$ cat src/rtl/link_timing_pkg.sv
// constants and types shared by the rs485 link timing control block
// Contract
// - rate code 02 loopback, 03..06 rates
// - station number 1 to 32, default 1
// - protocol 00 char, 01 binary; width ignored
// - loopback code at startup runs self-test, reports
// - response waits silent interval plus wait
// - silent interval is 3.5 characters at rate
// - response wait 0 to 1000 ms, added
// - timeout after response flags comm error
// - timeout 0.00 disables, 0.01 to 99.99 s
// - on timeout act, then await new query
// - monitor idle until first completed exchange
// - action 00 trips, 01 decelerates then trips; code raises decel_stop and trip in the same cycle
// - actions 02/03/04 never trip or alarm; code still pulses comm_error for them
// - short gap query gets no response
package link_timing_pkg;
   localparam int          CLK_HZ         = 125_000_000;
   // line rate codes
   localparam logic [3:0]  RATE_LOOPBACK  = 4'h2;
   localparam logic [3:0]  RATE_2400      = 4'h3;
   localparam logic [3:0]  RATE_4800      = 4'h4;
   localparam logic [3:0]  RATE_9600      = 4'h5;
   localparam logic [3:0]  RATE_19200     = 4'h6;
   localparam logic [3:0]  RATE_DEFAULT   = RATE_9600;
   localparam logic [5:0]  STATION_MIN    = 6'h01;
   localparam logic [5:0]  STATION_MAX    = 6'h20;
   localparam logic [1:0]  PROTO_CHAR     = 2'h0;
   localparam logic [1:0]  PROTO_BINARY   = 2'h1;
   localparam logic [1:0]  PARITY_NONE    = 2'h0;
   localparam logic [1:0]  PARITY_EVEN    = 2'h1;
   localparam logic [1:0]  PARITY_ODD     = 2'h2;
   // error actions
   localparam logic [2:0]  ACT_TRIP       = 3'h0;
   localparam logic [2:0]  ACT_DECEL_TRIP = 3'h1;
   localparam logic [2:0]  ACT_IGNORE     = 3'h2;
   localparam logic [2:0]  ACT_COAST      = 3'h3;
   localparam logic [2:0]  ACT_DECEL      = 3'h4;
   localparam logic [7:0]  TRIP_CODE_TIMEOUT = 8'h29; // value arbitrary
   localparam logic [10:0] WAIT_MS_MAX    = 11'h3E8;
   localparam logic [13:0] TIMEOUT_MAX    = 14'h270F; // units of 10 ms
   // timing: one ms and 10 ms in cycles
   localparam int          MS_NS          = 1_000_000;
   localparam int          CLK_NS         = 8;
   localparam int          MS_CYCLES      = MS_NS / CLK_NS;
   localparam int          TICK10_CYCLES  = 10 * MS_CYCLES;
   // silent interval 3.5 chars, 11 bit times each: 38.5 bits, times 2 = 77 half bits
   localparam int          SIL_HALF_BITS  = 77;
   // line rates in bits per second; bit periods follow from the clock
   localparam int          BAUD_2400      = 2400;
   localparam int          BAUD_4800      = 4800;
   localparam int          BAUD_9600      = 9600;
   localparam int          BAUD_19200     = 19200;
   typedef enum logic [1:0] {ST_IDLE, ST_HOLD, ST_MONITOR, ST_ACTION} link_state_t;
endpackage

$ cat src/rtl/cycle_timer.sv
// down counter that pulses done when a loaded count expires
`timescale 1ns/100ps
`default_nettype none
module cycle_timer #(
   parameter int W = 32
) (
   // clock and reset
   input  wire logic         clk,
   input  wire logic         rstn,
   // control
   input  wire logic         load,
   input  wire logic [W-1:0] count,
   input  wire logic         stop,
   // status
   output logic              running,
   output logic              done
);
   logic [W-1:0] cnt_r;
   // load wins over stop so a fresh start is never lost
   always_ff @(posedge clk) begin
      if (!rstn) begin
         cnt_r   <= '0;
         running <= 1'b0;
         done    <= 1'b0;
      end else if (load) begin
         cnt_r   <= count;
         running <= 1'b1;
         done    <= 1'b0;
      end else if (stop) begin
         running <= 1'b0;
         done    <= 1'b0;
      end else if (running && cnt_r <= W'(1)) begin
         running <= 1'b0;
         done    <= 1'b1;
      end else begin
         cnt_r   <= running ? cnt_r - W'(1) : cnt_r;
         done    <= 1'b0;
      end
   end
endmodule
`default_nettype wire

$ cat src/rtl/loopback_test.sv
// loop-back self-test: sends a pattern frame and compares what returns
`timescale 1ns/100ps
`default_nettype none
module loopback_test #(
   parameter logic [7:0] PATTERN = 8'hA5
) (
   // clock and reset
   input  wire logic        clk,
   input  wire logic        rstn,
   // control
   input  wire logic        start,
   input  wire logic [31:0] bit_cycles,
   // line
   input  wire logic        line_rx,
   output logic             line_tx,
   // result
   output logic             busy,
   output logic             pass,
   output logic             fail
);
   // frame: start, 8 data lsb first, stop; sampled mid bit
   localparam logic [3:0] LAST_BIT = 4'h9;
   logic [31:0] cnt_r;
   logic [3:0]  idx_r;
   logic [9:0]  frame;
   logic        bad_r;
   logic        mid;
   logic        bit_end;
   assign frame   = {1'b1, PATTERN, 1'b0};
   assign mid     = (cnt_r == (bit_cycles >> 1));
   assign bit_end = (cnt_r + 32'h1 >= bit_cycles);
   // a stuck or open line shows as a mismatch on some bit
   always_ff @(posedge clk) begin
      if (!rstn) begin
         cnt_r <= '0;
         idx_r <= '0;
         bad_r <= 1'b0;
         busy  <= 1'b0;
         pass  <= 1'b0;
         fail  <= 1'b0;
         line_tx <= 1'b1;
      end else if (start && !busy) begin
         cnt_r <= '0;
         idx_r <= '0;
         bad_r <= 1'b0;
         busy  <= 1'b1;
         pass  <= 1'b0;
         fail  <= 1'b0;
         line_tx <= frame[0];
      end else if (busy) begin
         if (mid && line_rx != frame[idx_r])
            bad_r <= 1'b1;
         if (bit_end) begin
            cnt_r <= '0;
            if (idx_r == LAST_BIT) begin
               busy    <= 1'b0;
               pass    <= !bad_r;
               fail    <= bad_r;
               line_tx <= 1'b1;
            end else begin
               idx_r   <= idx_r + 4'h1;
               line_tx <= frame[idx_r + 4'h1];
            end
         end else begin
            cnt_r <= cnt_r + 32'h1;
         end
      end
   end
endmodule
`default_nettype wire

$ cat src/rtl/rs485_link_timing_control.sv
// rs485 slave port settings, response hold-off and reception timeout control
`timescale 1ns/100ps
`default_nettype none
module rs485_link_timing_control #(
   parameter int CLK_FREQ  = link_timing_pkg::CLK_HZ,
   parameter int MS_CYC    = link_timing_pkg::MS_CYCLES,
   parameter int TICK10    = link_timing_pkg::TICK10_CYCLES
) (
   // clock and reset
   input  wire logic        clk,
   input  wire logic        rstn,
   // settings
   input  wire logic [3:0]  line_rate_code,
   input  wire logic [5:0]  station_number_setting,
   input  wire logic [3:0]  char_width_setting,
   input  wire logic [1:0]  parity_setting,
   input  wire logic [1:0]  stop_bit_setting,
   input  wire logic [2:0]  comm_error_action,
   input  wire logic [13:0] reception_timeout_setting,
   input  wire logic [10:0] response_wait_setting,
   input  wire logic [1:0]  protocol_select,
   // link events from the framer
   input  wire logic        line_activity,
   input  wire logic        query_done,
   input  wire logic        response_done,
   // loop-back line
   input  wire logic        line_rx,
   output logic             line_tx,
   // effective line format
   output logic [31:0]      bit_cycles,
   output logic [3:0]       data_bits,
   output logic [1:0]       parity_mode,
   output logic             two_stop,
   output logic [5:0]       station_id,
   output logic             binary_proto,
   // response timing
   output logic             response_go,
   output logic             query_dropped,
   // self-test result
   output logic             selftest_busy,
   output logic             selftest_pass,
   output logic             selftest_fail,
   // error actions
   output logic             comm_error,
   output logic             trip,
   output logic [7:0]       comm_timeout_trip_code,
   output logic             coast_stop,
   output logic             decel_stop
);
   // bit periods track the clock parameter, so a slow model clock keeps frames short
   localparam int BIT_2400  = CLK_FREQ / link_timing_pkg::BAUD_2400;
   localparam int BIT_4800  = CLK_FREQ / link_timing_pkg::BAUD_4800;
   localparam int BIT_9600  = CLK_FREQ / link_timing_pkg::BAUD_9600;
   localparam int BIT_19200 = CLK_FREQ / link_timing_pkg::BAUD_19200;

   // rate decode used for both bit time and silent interval
   function automatic logic [31:0] rate_bit(input logic [3:0] code);
      case (code)
         link_timing_pkg::RATE_2400:  rate_bit = 32'(BIT_2400);
         link_timing_pkg::RATE_4800:  rate_bit = 32'(BIT_4800);
         link_timing_pkg::RATE_19200: rate_bit = 32'(BIT_19200);
         default:                     rate_bit = 32'(BIT_9600);
      endcase
   endfunction

   link_timing_pkg::link_state_t state_r, state_nxt;
   logic [31:0] bit_w;
   logic [31:0] sil_w;
   logic [31:0] hold_w;
   logic [39:0] tmo_w;
   logic [31:0] gap_r;
   logic        armed_r;
   logic        arm_evt;
   logic        start_r;
   logic        st_started_r;
   logic        hold_done;
   logic        tmo_done;
   logic        hold_load;
   logic        tmo_load;
   logic        tmo_stop;
   logic        gap_ok;
   logic        tmo_en;
   logic        lb_tx;
   logic        lb_busy;
   logic        lb_pass;
   logic        lb_fail;
   logic        loop_mode;
   logic        act_trip;
   logic        act_coast;
   logic        act_decel;

   // settings decode
   assign loop_mode = (line_rate_code == link_timing_pkg::RATE_LOOPBACK);
   assign bit_w     = loop_mode ? 32'(BIT_9600) : rate_bit(line_rate_code);
   assign sil_w     = (bit_w * 32'(link_timing_pkg::SIL_HALF_BITS) + 32'h1) >> 1;
   assign hold_w    = sil_w + 32'(MS_CYC) * 32'(response_wait_setting);
   // 99.99 s at the full clock rate needs more than 32 bits
   assign tmo_w     = 40'(TICK10) * 40'(reception_timeout_setting);
   assign tmo_en    = (reception_timeout_setting != 14'h0000);
   assign gap_ok    = (gap_r >= sil_w);
   // a query counts only if the line was quiet long enough before it
   assign hold_load = query_done && gap_ok && !loop_mode;
   // the response closing the first exchange both arms and starts the monitor
   assign arm_evt   = response_done && state_r != link_timing_pkg::ST_IDLE;
   assign tmo_load  = response_done && (armed_r || arm_evt) && tmo_en;
   assign tmo_stop  = query_done || !tmo_en;
   assign act_trip  = (comm_error_action == link_timing_pkg::ACT_TRIP) ||
                      (comm_error_action == link_timing_pkg::ACT_DECEL_TRIP);
   assign act_coast = (comm_error_action == link_timing_pkg::ACT_COAST);
   assign act_decel = (comm_error_action == link_timing_pkg::ACT_DECEL) ||
                      (comm_error_action == link_timing_pkg::ACT_DECEL_TRIP);

   cycle_timer #(.W(32)) u_hold (
      .clk     (clk),
      .rstn    (rstn),
      .load    (hold_load),
      .count   (hold_w),
      .stop    (1'b0),
      .running (),
      .done    (hold_done)
   );

   cycle_timer #(.W(40)) u_tmo (
      .clk     (clk),
      .rstn    (rstn),
      .load    (tmo_load),
      .count   (tmo_w),
      .stop    (tmo_stop),
      .running (),
      .done    (tmo_done)
   );

   loopback_test u_lb (
      .clk        (clk),
      .rstn       (rstn),
      .start      (start_r),
      .bit_cycles (bit_w),
      .line_rx    (line_rx),
      .line_tx    (lb_tx),
      .busy       (lb_busy),
      .pass       (lb_pass),
      .fail       (lb_fail)
   );

   // next state: timeout leads to action, then back to waiting for data
   always_comb begin
      state_nxt = state_r;
      case (state_r)
         link_timing_pkg::ST_IDLE:    if (hold_load) state_nxt = link_timing_pkg::ST_HOLD;
         link_timing_pkg::ST_HOLD:    if (hold_done) state_nxt = link_timing_pkg::ST_MONITOR;
         link_timing_pkg::ST_MONITOR: begin
            if (tmo_done) state_nxt = link_timing_pkg::ST_ACTION;
            else if (hold_load) state_nxt = link_timing_pkg::ST_HOLD;
         end
         link_timing_pkg::ST_ACTION:  state_nxt = link_timing_pkg::ST_IDLE;
         default:                     state_nxt = link_timing_pkg::ST_IDLE;
      endcase
   end

   always_ff @(posedge clk) begin
      if (!rstn) state_r <= link_timing_pkg::ST_IDLE;
      else       state_r <= state_nxt;
   end

   // quiet-line counter, saturates once the silent interval is met
   always_ff @(posedge clk) begin
      if (!rstn)              gap_r <= '0;
      else if (line_activity) gap_r <= '0;
      else if (!gap_ok)       gap_r <= gap_r + 32'h1;
   end

   // monitor arms only after a full query and response have completed
   always_ff @(posedge clk) begin
      if (!rstn)                                            armed_r <= 1'b0;
      else if (arm_evt)                                     armed_r <= 1'b1;
   end

   // self-test fires once after reset when the loop-back code is set
   always_ff @(posedge clk) begin
      if (!rstn) begin
         start_r      <= 1'b0;
         st_started_r <= 1'b0;
      end else begin
         start_r      <= loop_mode && !st_started_r;
         st_started_r <= st_started_r || loop_mode;
      end
   end

   // registered format and timing outputs
   always_ff @(posedge clk) begin
      if (!rstn) begin
         bit_cycles    <= 32'(BIT_9600);
         data_bits     <= 4'h8;
         parity_mode   <= link_timing_pkg::PARITY_NONE;
         two_stop      <= 1'b0;
         station_id    <= link_timing_pkg::STATION_MIN;
         binary_proto  <= 1'b1;
         response_go   <= 1'b0;
         query_dropped <= 1'b0;
         line_tx       <= 1'b1;
      end else begin
         bit_cycles    <= bit_w;
         // binary protocol always runs 8 data bits
         data_bits     <= (protocol_select != link_timing_pkg::PROTO_CHAR ||
                           char_width_setting != 4'h7) ? 4'h8 : 4'h7;
         parity_mode   <= (parity_setting > link_timing_pkg::PARITY_ODD) ?
                          link_timing_pkg::PARITY_NONE : parity_setting;
         two_stop      <= (stop_bit_setting == 2'h2);
         // out-of-range station falls back to the default
         station_id    <= (station_number_setting < link_timing_pkg::STATION_MIN ||
                           station_number_setting > link_timing_pkg::STATION_MAX) ?
                          link_timing_pkg::STATION_MIN : station_number_setting;
         binary_proto  <= (protocol_select != link_timing_pkg::PROTO_CHAR);
         response_go   <= hold_done && state_r == link_timing_pkg::ST_HOLD;
         query_dropped <= query_done && !gap_ok;
         line_tx       <= lb_tx;
      end
   end

   // self-test result and error actions; actions latch until reset
   always_ff @(posedge clk) begin
      if (!rstn) begin
         selftest_busy <= 1'b0;
         selftest_pass <= 1'b0;
         selftest_fail <= 1'b0;
         comm_error    <= 1'b0;
         trip          <= 1'b0;
         comm_timeout_trip_code <= 8'h00;
         coast_stop    <= 1'b0;
         decel_stop    <= 1'b0;
      end else begin
         selftest_busy <= lb_busy;
         selftest_pass <= selftest_pass || lb_pass;
         selftest_fail <= selftest_fail || lb_fail;
         comm_error    <= (state_r == link_timing_pkg::ST_ACTION);
         if (state_r == link_timing_pkg::ST_ACTION) begin
            trip       <= trip || act_trip;
            coast_stop <= coast_stop || act_coast;
            decel_stop <= decel_stop || act_decel;
            if (act_trip)
               comm_timeout_trip_code <= link_timing_pkg::TRIP_CODE_TIMEOUT;
         end
      end
   end
endmodule
`default_nettype wire

$ cat config.mk
export PLATFORM = sky130hd
export DESIGN_NAME = rs485_link_timing_control
export DESIGN_NICKNAME = d
export VERILOG_FILES = /design/src/rtl/link_timing_pkg.sv /design/src/rtl/cycle_timer.sv /design/src/rtl/loopback_test.sv /design/src/rtl/rs485_link_timing_control.sv
export SDC_FILE = /design/constraint.sdc
export NUM_CORES = 1
export LEC_CHECK = 0
export BUFFER_PORTS_ARGS = -buffer_cell sky130_fd_sc_hd__buf_2
export CAP_MARGIN = 20
export CORE_MARGIN = 2
export CORE_UTILIZATION = 35
export CTS_CLUSTER_DIAMETER = 30
export DETAILED_ROUTE_END_ITERATION = 8
export SYNTH_ARGS = -nofsm -noshare
export SYNTH_HDL_FRONTEND = slang
export SYNTH_SLANG_ARGS = --single-unit
export TNS_END_PERCENT = 50
$ cat constraint.sdc
create_clock -name clk -period 11.4 [get_ports clk]
set_clock_uncertainty 0.2 [all_clocks]
set_input_delay 0.57 -clock clk [delete_from_list [all_inputs] [get_ports clk]]
set_output_delay 0.57 -clock clk [all_outputs]
set_load 0.02 [all_outputs]
==> results.yml <==
critical_path:
  slowest_delay_ns: 0.76
  slowest_stage: "nand4_1"
  cp-end-kind: "register"
  crit-reg2reg-launch: "u_lb.cnt_r[0]$_SDFFE_PN0P_"
  crit_path_frequent_cell: "ha_1"
  r2r-end: "u_lb.cnt_r[11]$_SDFFE_PN0P_"
  critPathRequiredTime_ns: 11.56
  path_max_fanout: 22
  worst-r2r-setup-slack_ns: 6.81
  reg2regPathDepth: 17
  arrival_ns: 9.00
  criticalPathCategory: "input port to register"
  startpoint_type: "input port"
logic_synthesis:
  synth_area_leaders: "ha_1 (21%), dfxtp_1 (19%), fa_1 (11%)"
  ys_seq_area_frac: 0.194
  ys_types: 86
  synth_area_um2: 19500
  synth.most_common_cell: "ha_1"
  synth_area_leader_cell: "ha_1"
  synth.top_cell.area_share: 0.213
  ys.flop_type: "dfxtp_1"
  ys_async_sr_fraction: 0
  synthTopCellsByCount: "ha_1 (332), inv_1 (289), dfxtp_1 (189)"
  syn_area_per_cell_um2: 8.57
  yosys_warnings: 0
  synth-seq-cells: 189
  synth_enable_flop_cells: 0
  syn_inst: 2279
cts:
  clock_latency_ns: 0.46
  ctsResizeCount: 0
  hold_buffers: 0
  post-cts-setup-buffer-count: 0
  cts_buffers: 17
  cts_sinks: 189
  cts_root_buf: "clkbuf_16"
  htreeDepth: 4
  cts_tree: "done"
  clkTransAtPathRegs_ns: 0.08
  clock_path_buffers: 2
die:
  start_util: 0.354
  die_h_um: 240
  rows: 86
  coreArea_um2: 55100
  dieWidth_um: 240
  ioPinCount: 118
  dieArea_um2: 57700
sta:
  relSlewSlack: 0.361
  timing.final.crit_period_ns: 8.84
  timing.fmax_mhz: 113
  post-route-period-util: 0.775
  hold_viol: 0
  setup_viol: 0
  setup-tns-final_ns: 0
  worstMarginPinSlew_ns: 0.956
  rsz0062_at_grt: "no"
  slew_viol_final: 0
  fin_hold_ws_ns: 0.0526
  fin_ws_ns: 2.56
drt:
  drtIter0Drc: 915
  ant_nets: 0
  drcViolationCount: 0
  wl_per_cell_um: 15.1
  drt-pass1-iter-count: 7
  vias_per_cell: 5.15
  num_vias: 15900
  drt_wl_total_um: 46700
power:
  leakage_uw: 0.0103
  powerDensity_nw_per_um2: 202
  irDropWorstVdd_uv: 178
placed_design:
  gp_congestion: 0.947
  portBuffers: 96
  dp_cells: 3059
  dpl_worst_slack_ns: 2.31
  hpwl_um: 37800
min_path:
  hp-start: "stop_bit_setting[0]"
  hold_class: "input port to register"
  hold_path_depth: 2
  holdPathEnd: "two_stop$_SDFF_PN0_"
job:
  maxCapViolations: 0
final_layout:
  fin_nets: 2825
  n_antenna_cell: 0
  fin_util: 0.386
  stdcell_count: 3092
  areaGrowthSynthToFinish_pct: 8.91
  drive_gt1_frac: 0.0781
grt:
  grt-ovfl-total: 0
  grt_pass1_wl_um: 76700
  track_usage: 0.164
  grt_pass1_vias: 15600
  grt_start_max_net_pins: 44
  antenna_found_initial: 2
outcome:
  status: "finished clean"
[worst max-delay path, delay by kind of cell]
family	cells	cell delay, ns
fa+ha+maj	6	2.27
xor+xnor	1	0.13
buf+inv	6	1.35
simple gates	10	2.61
compound gates	10	2.04
[area by class of cell]
| class | count | area, um^2 |
|---|---|---|
| fillers | 5653 | 33800 |
| repair buffers | 106 | 556 |
| clock inverters | 15 | 201 |
| flip-flops and latches | 189 | 3780 |
| inverters | 290 | 1090 |
| clock buffers | 17 | 425 |
| well taps | 748 | 936 |
| multi-input cells | 1727 | 14300 |
[routing by layer]
layer | global-route usage | vias to the layer above | wire, um
li1 | - | 7981 | -
met1 | 0.212 | 7564 | 21800
met2 | 0.282 | 321 | 22300
met3 | 0.0173 | 61 | 1570
met4 | 0.0572 | 4 | 1000
met5 | 0 | - | 25
[where the power goes]
group / switching, uW / internal [uW]
registers: 1.93 / 663
clock network: 295 / 335
logic: 1770 / 1240
total: 2060 / 2240
[flip-flops by register name (all words and copies together) (netlist names), 2 cells and up, named ones only]
signal and cells:
u_lb.idx_r 4, u_hold.cnt_r 32, state_r 2, gap_r 32
u_tmo.cnt_r 40, parity_mode 2, bit_cycles 11, data_bits 2
station_id 6, u_lb.cnt_r 32
[worst max path at each step]
stage                       from                             to  slack [ns]  cells after the start
2_1_floorplan  line_rate_code[0]  u_hold.cnt_r[17]$_SDFFE_PN0P_        4.07                     32
3_3_place_gp   line_rate_code[0]  u_hold.cnt_r[27]$_SDFFE_PN0P_        2.51                     32
3_5_place_dp   line_rate_code[0]  u_hold.cnt_r[27]$_SDFFE_PN0P_        2.31                     32
4_1_cts        line_rate_code[0]   u_hold.cnt_r[2]$_SDFFE_PN0P_        2.76                     33
5_1_grt        line_rate_code[0]   u_hold.cnt_r[2]$_SDFFE_PN0P_        1.88                     33
6_report       line_rate_code[0]   u_hold.cnt_r[2]$_SDFFE_PN0P_        2.56                     33
[layout by cell type (no fill, tap or decap), drive strengths merged, types with 9 or more instances in the layout]
master,count
a211oi,37
a21o,40
a21oi,122
a31oi,30
and2,34
and3,23
and4,9
buf,106
clkbuf,17
conb,21
dfxtp,189
fa,108
ha,332
inv,294
nand2,129
nand2b,24
nand3,58
nand3b,9
nand4,24
nor2,156
nor2b,10
nor3,60
nor4,28
o211ai,16
o21a,12
o21ai,81
o21bai,13
o22ai,10
o31ai,14
or2,16
or3,27
or4,17
xnor2,111
xor2,51
[logic make-up (layout without fill, tap and decap cells)]
| logic type | after synthesis | count (layout) | synth area share |
|---|---|---|---|
| other cells | 1 | 21 | 0.000192 |
| buf+inv | 383 | 428 | 0.0798 |
| simple gates | 648 | 648 | 0.175 |
| flops | 189 | 189 | 0.194 |
| fa+ha+maj | 440 | 440 | 0.323 |
| compound gates | 447 | 447 | 0.150 |
| xor+xnor | 162 | 162 | 0.0727 |
| mux | 9 | 9 | 0.00474 |
[stage by stage]
step	instance area (um^2)	power, uW
final	21300	4300
after global routing	21300	4720
after CTS	21300	4340
after detailed placement	20600	3670
after global placement	20600	3640
after floorplan	19600	2970
No activity file was read; power rests on OpenSTA's default activity.
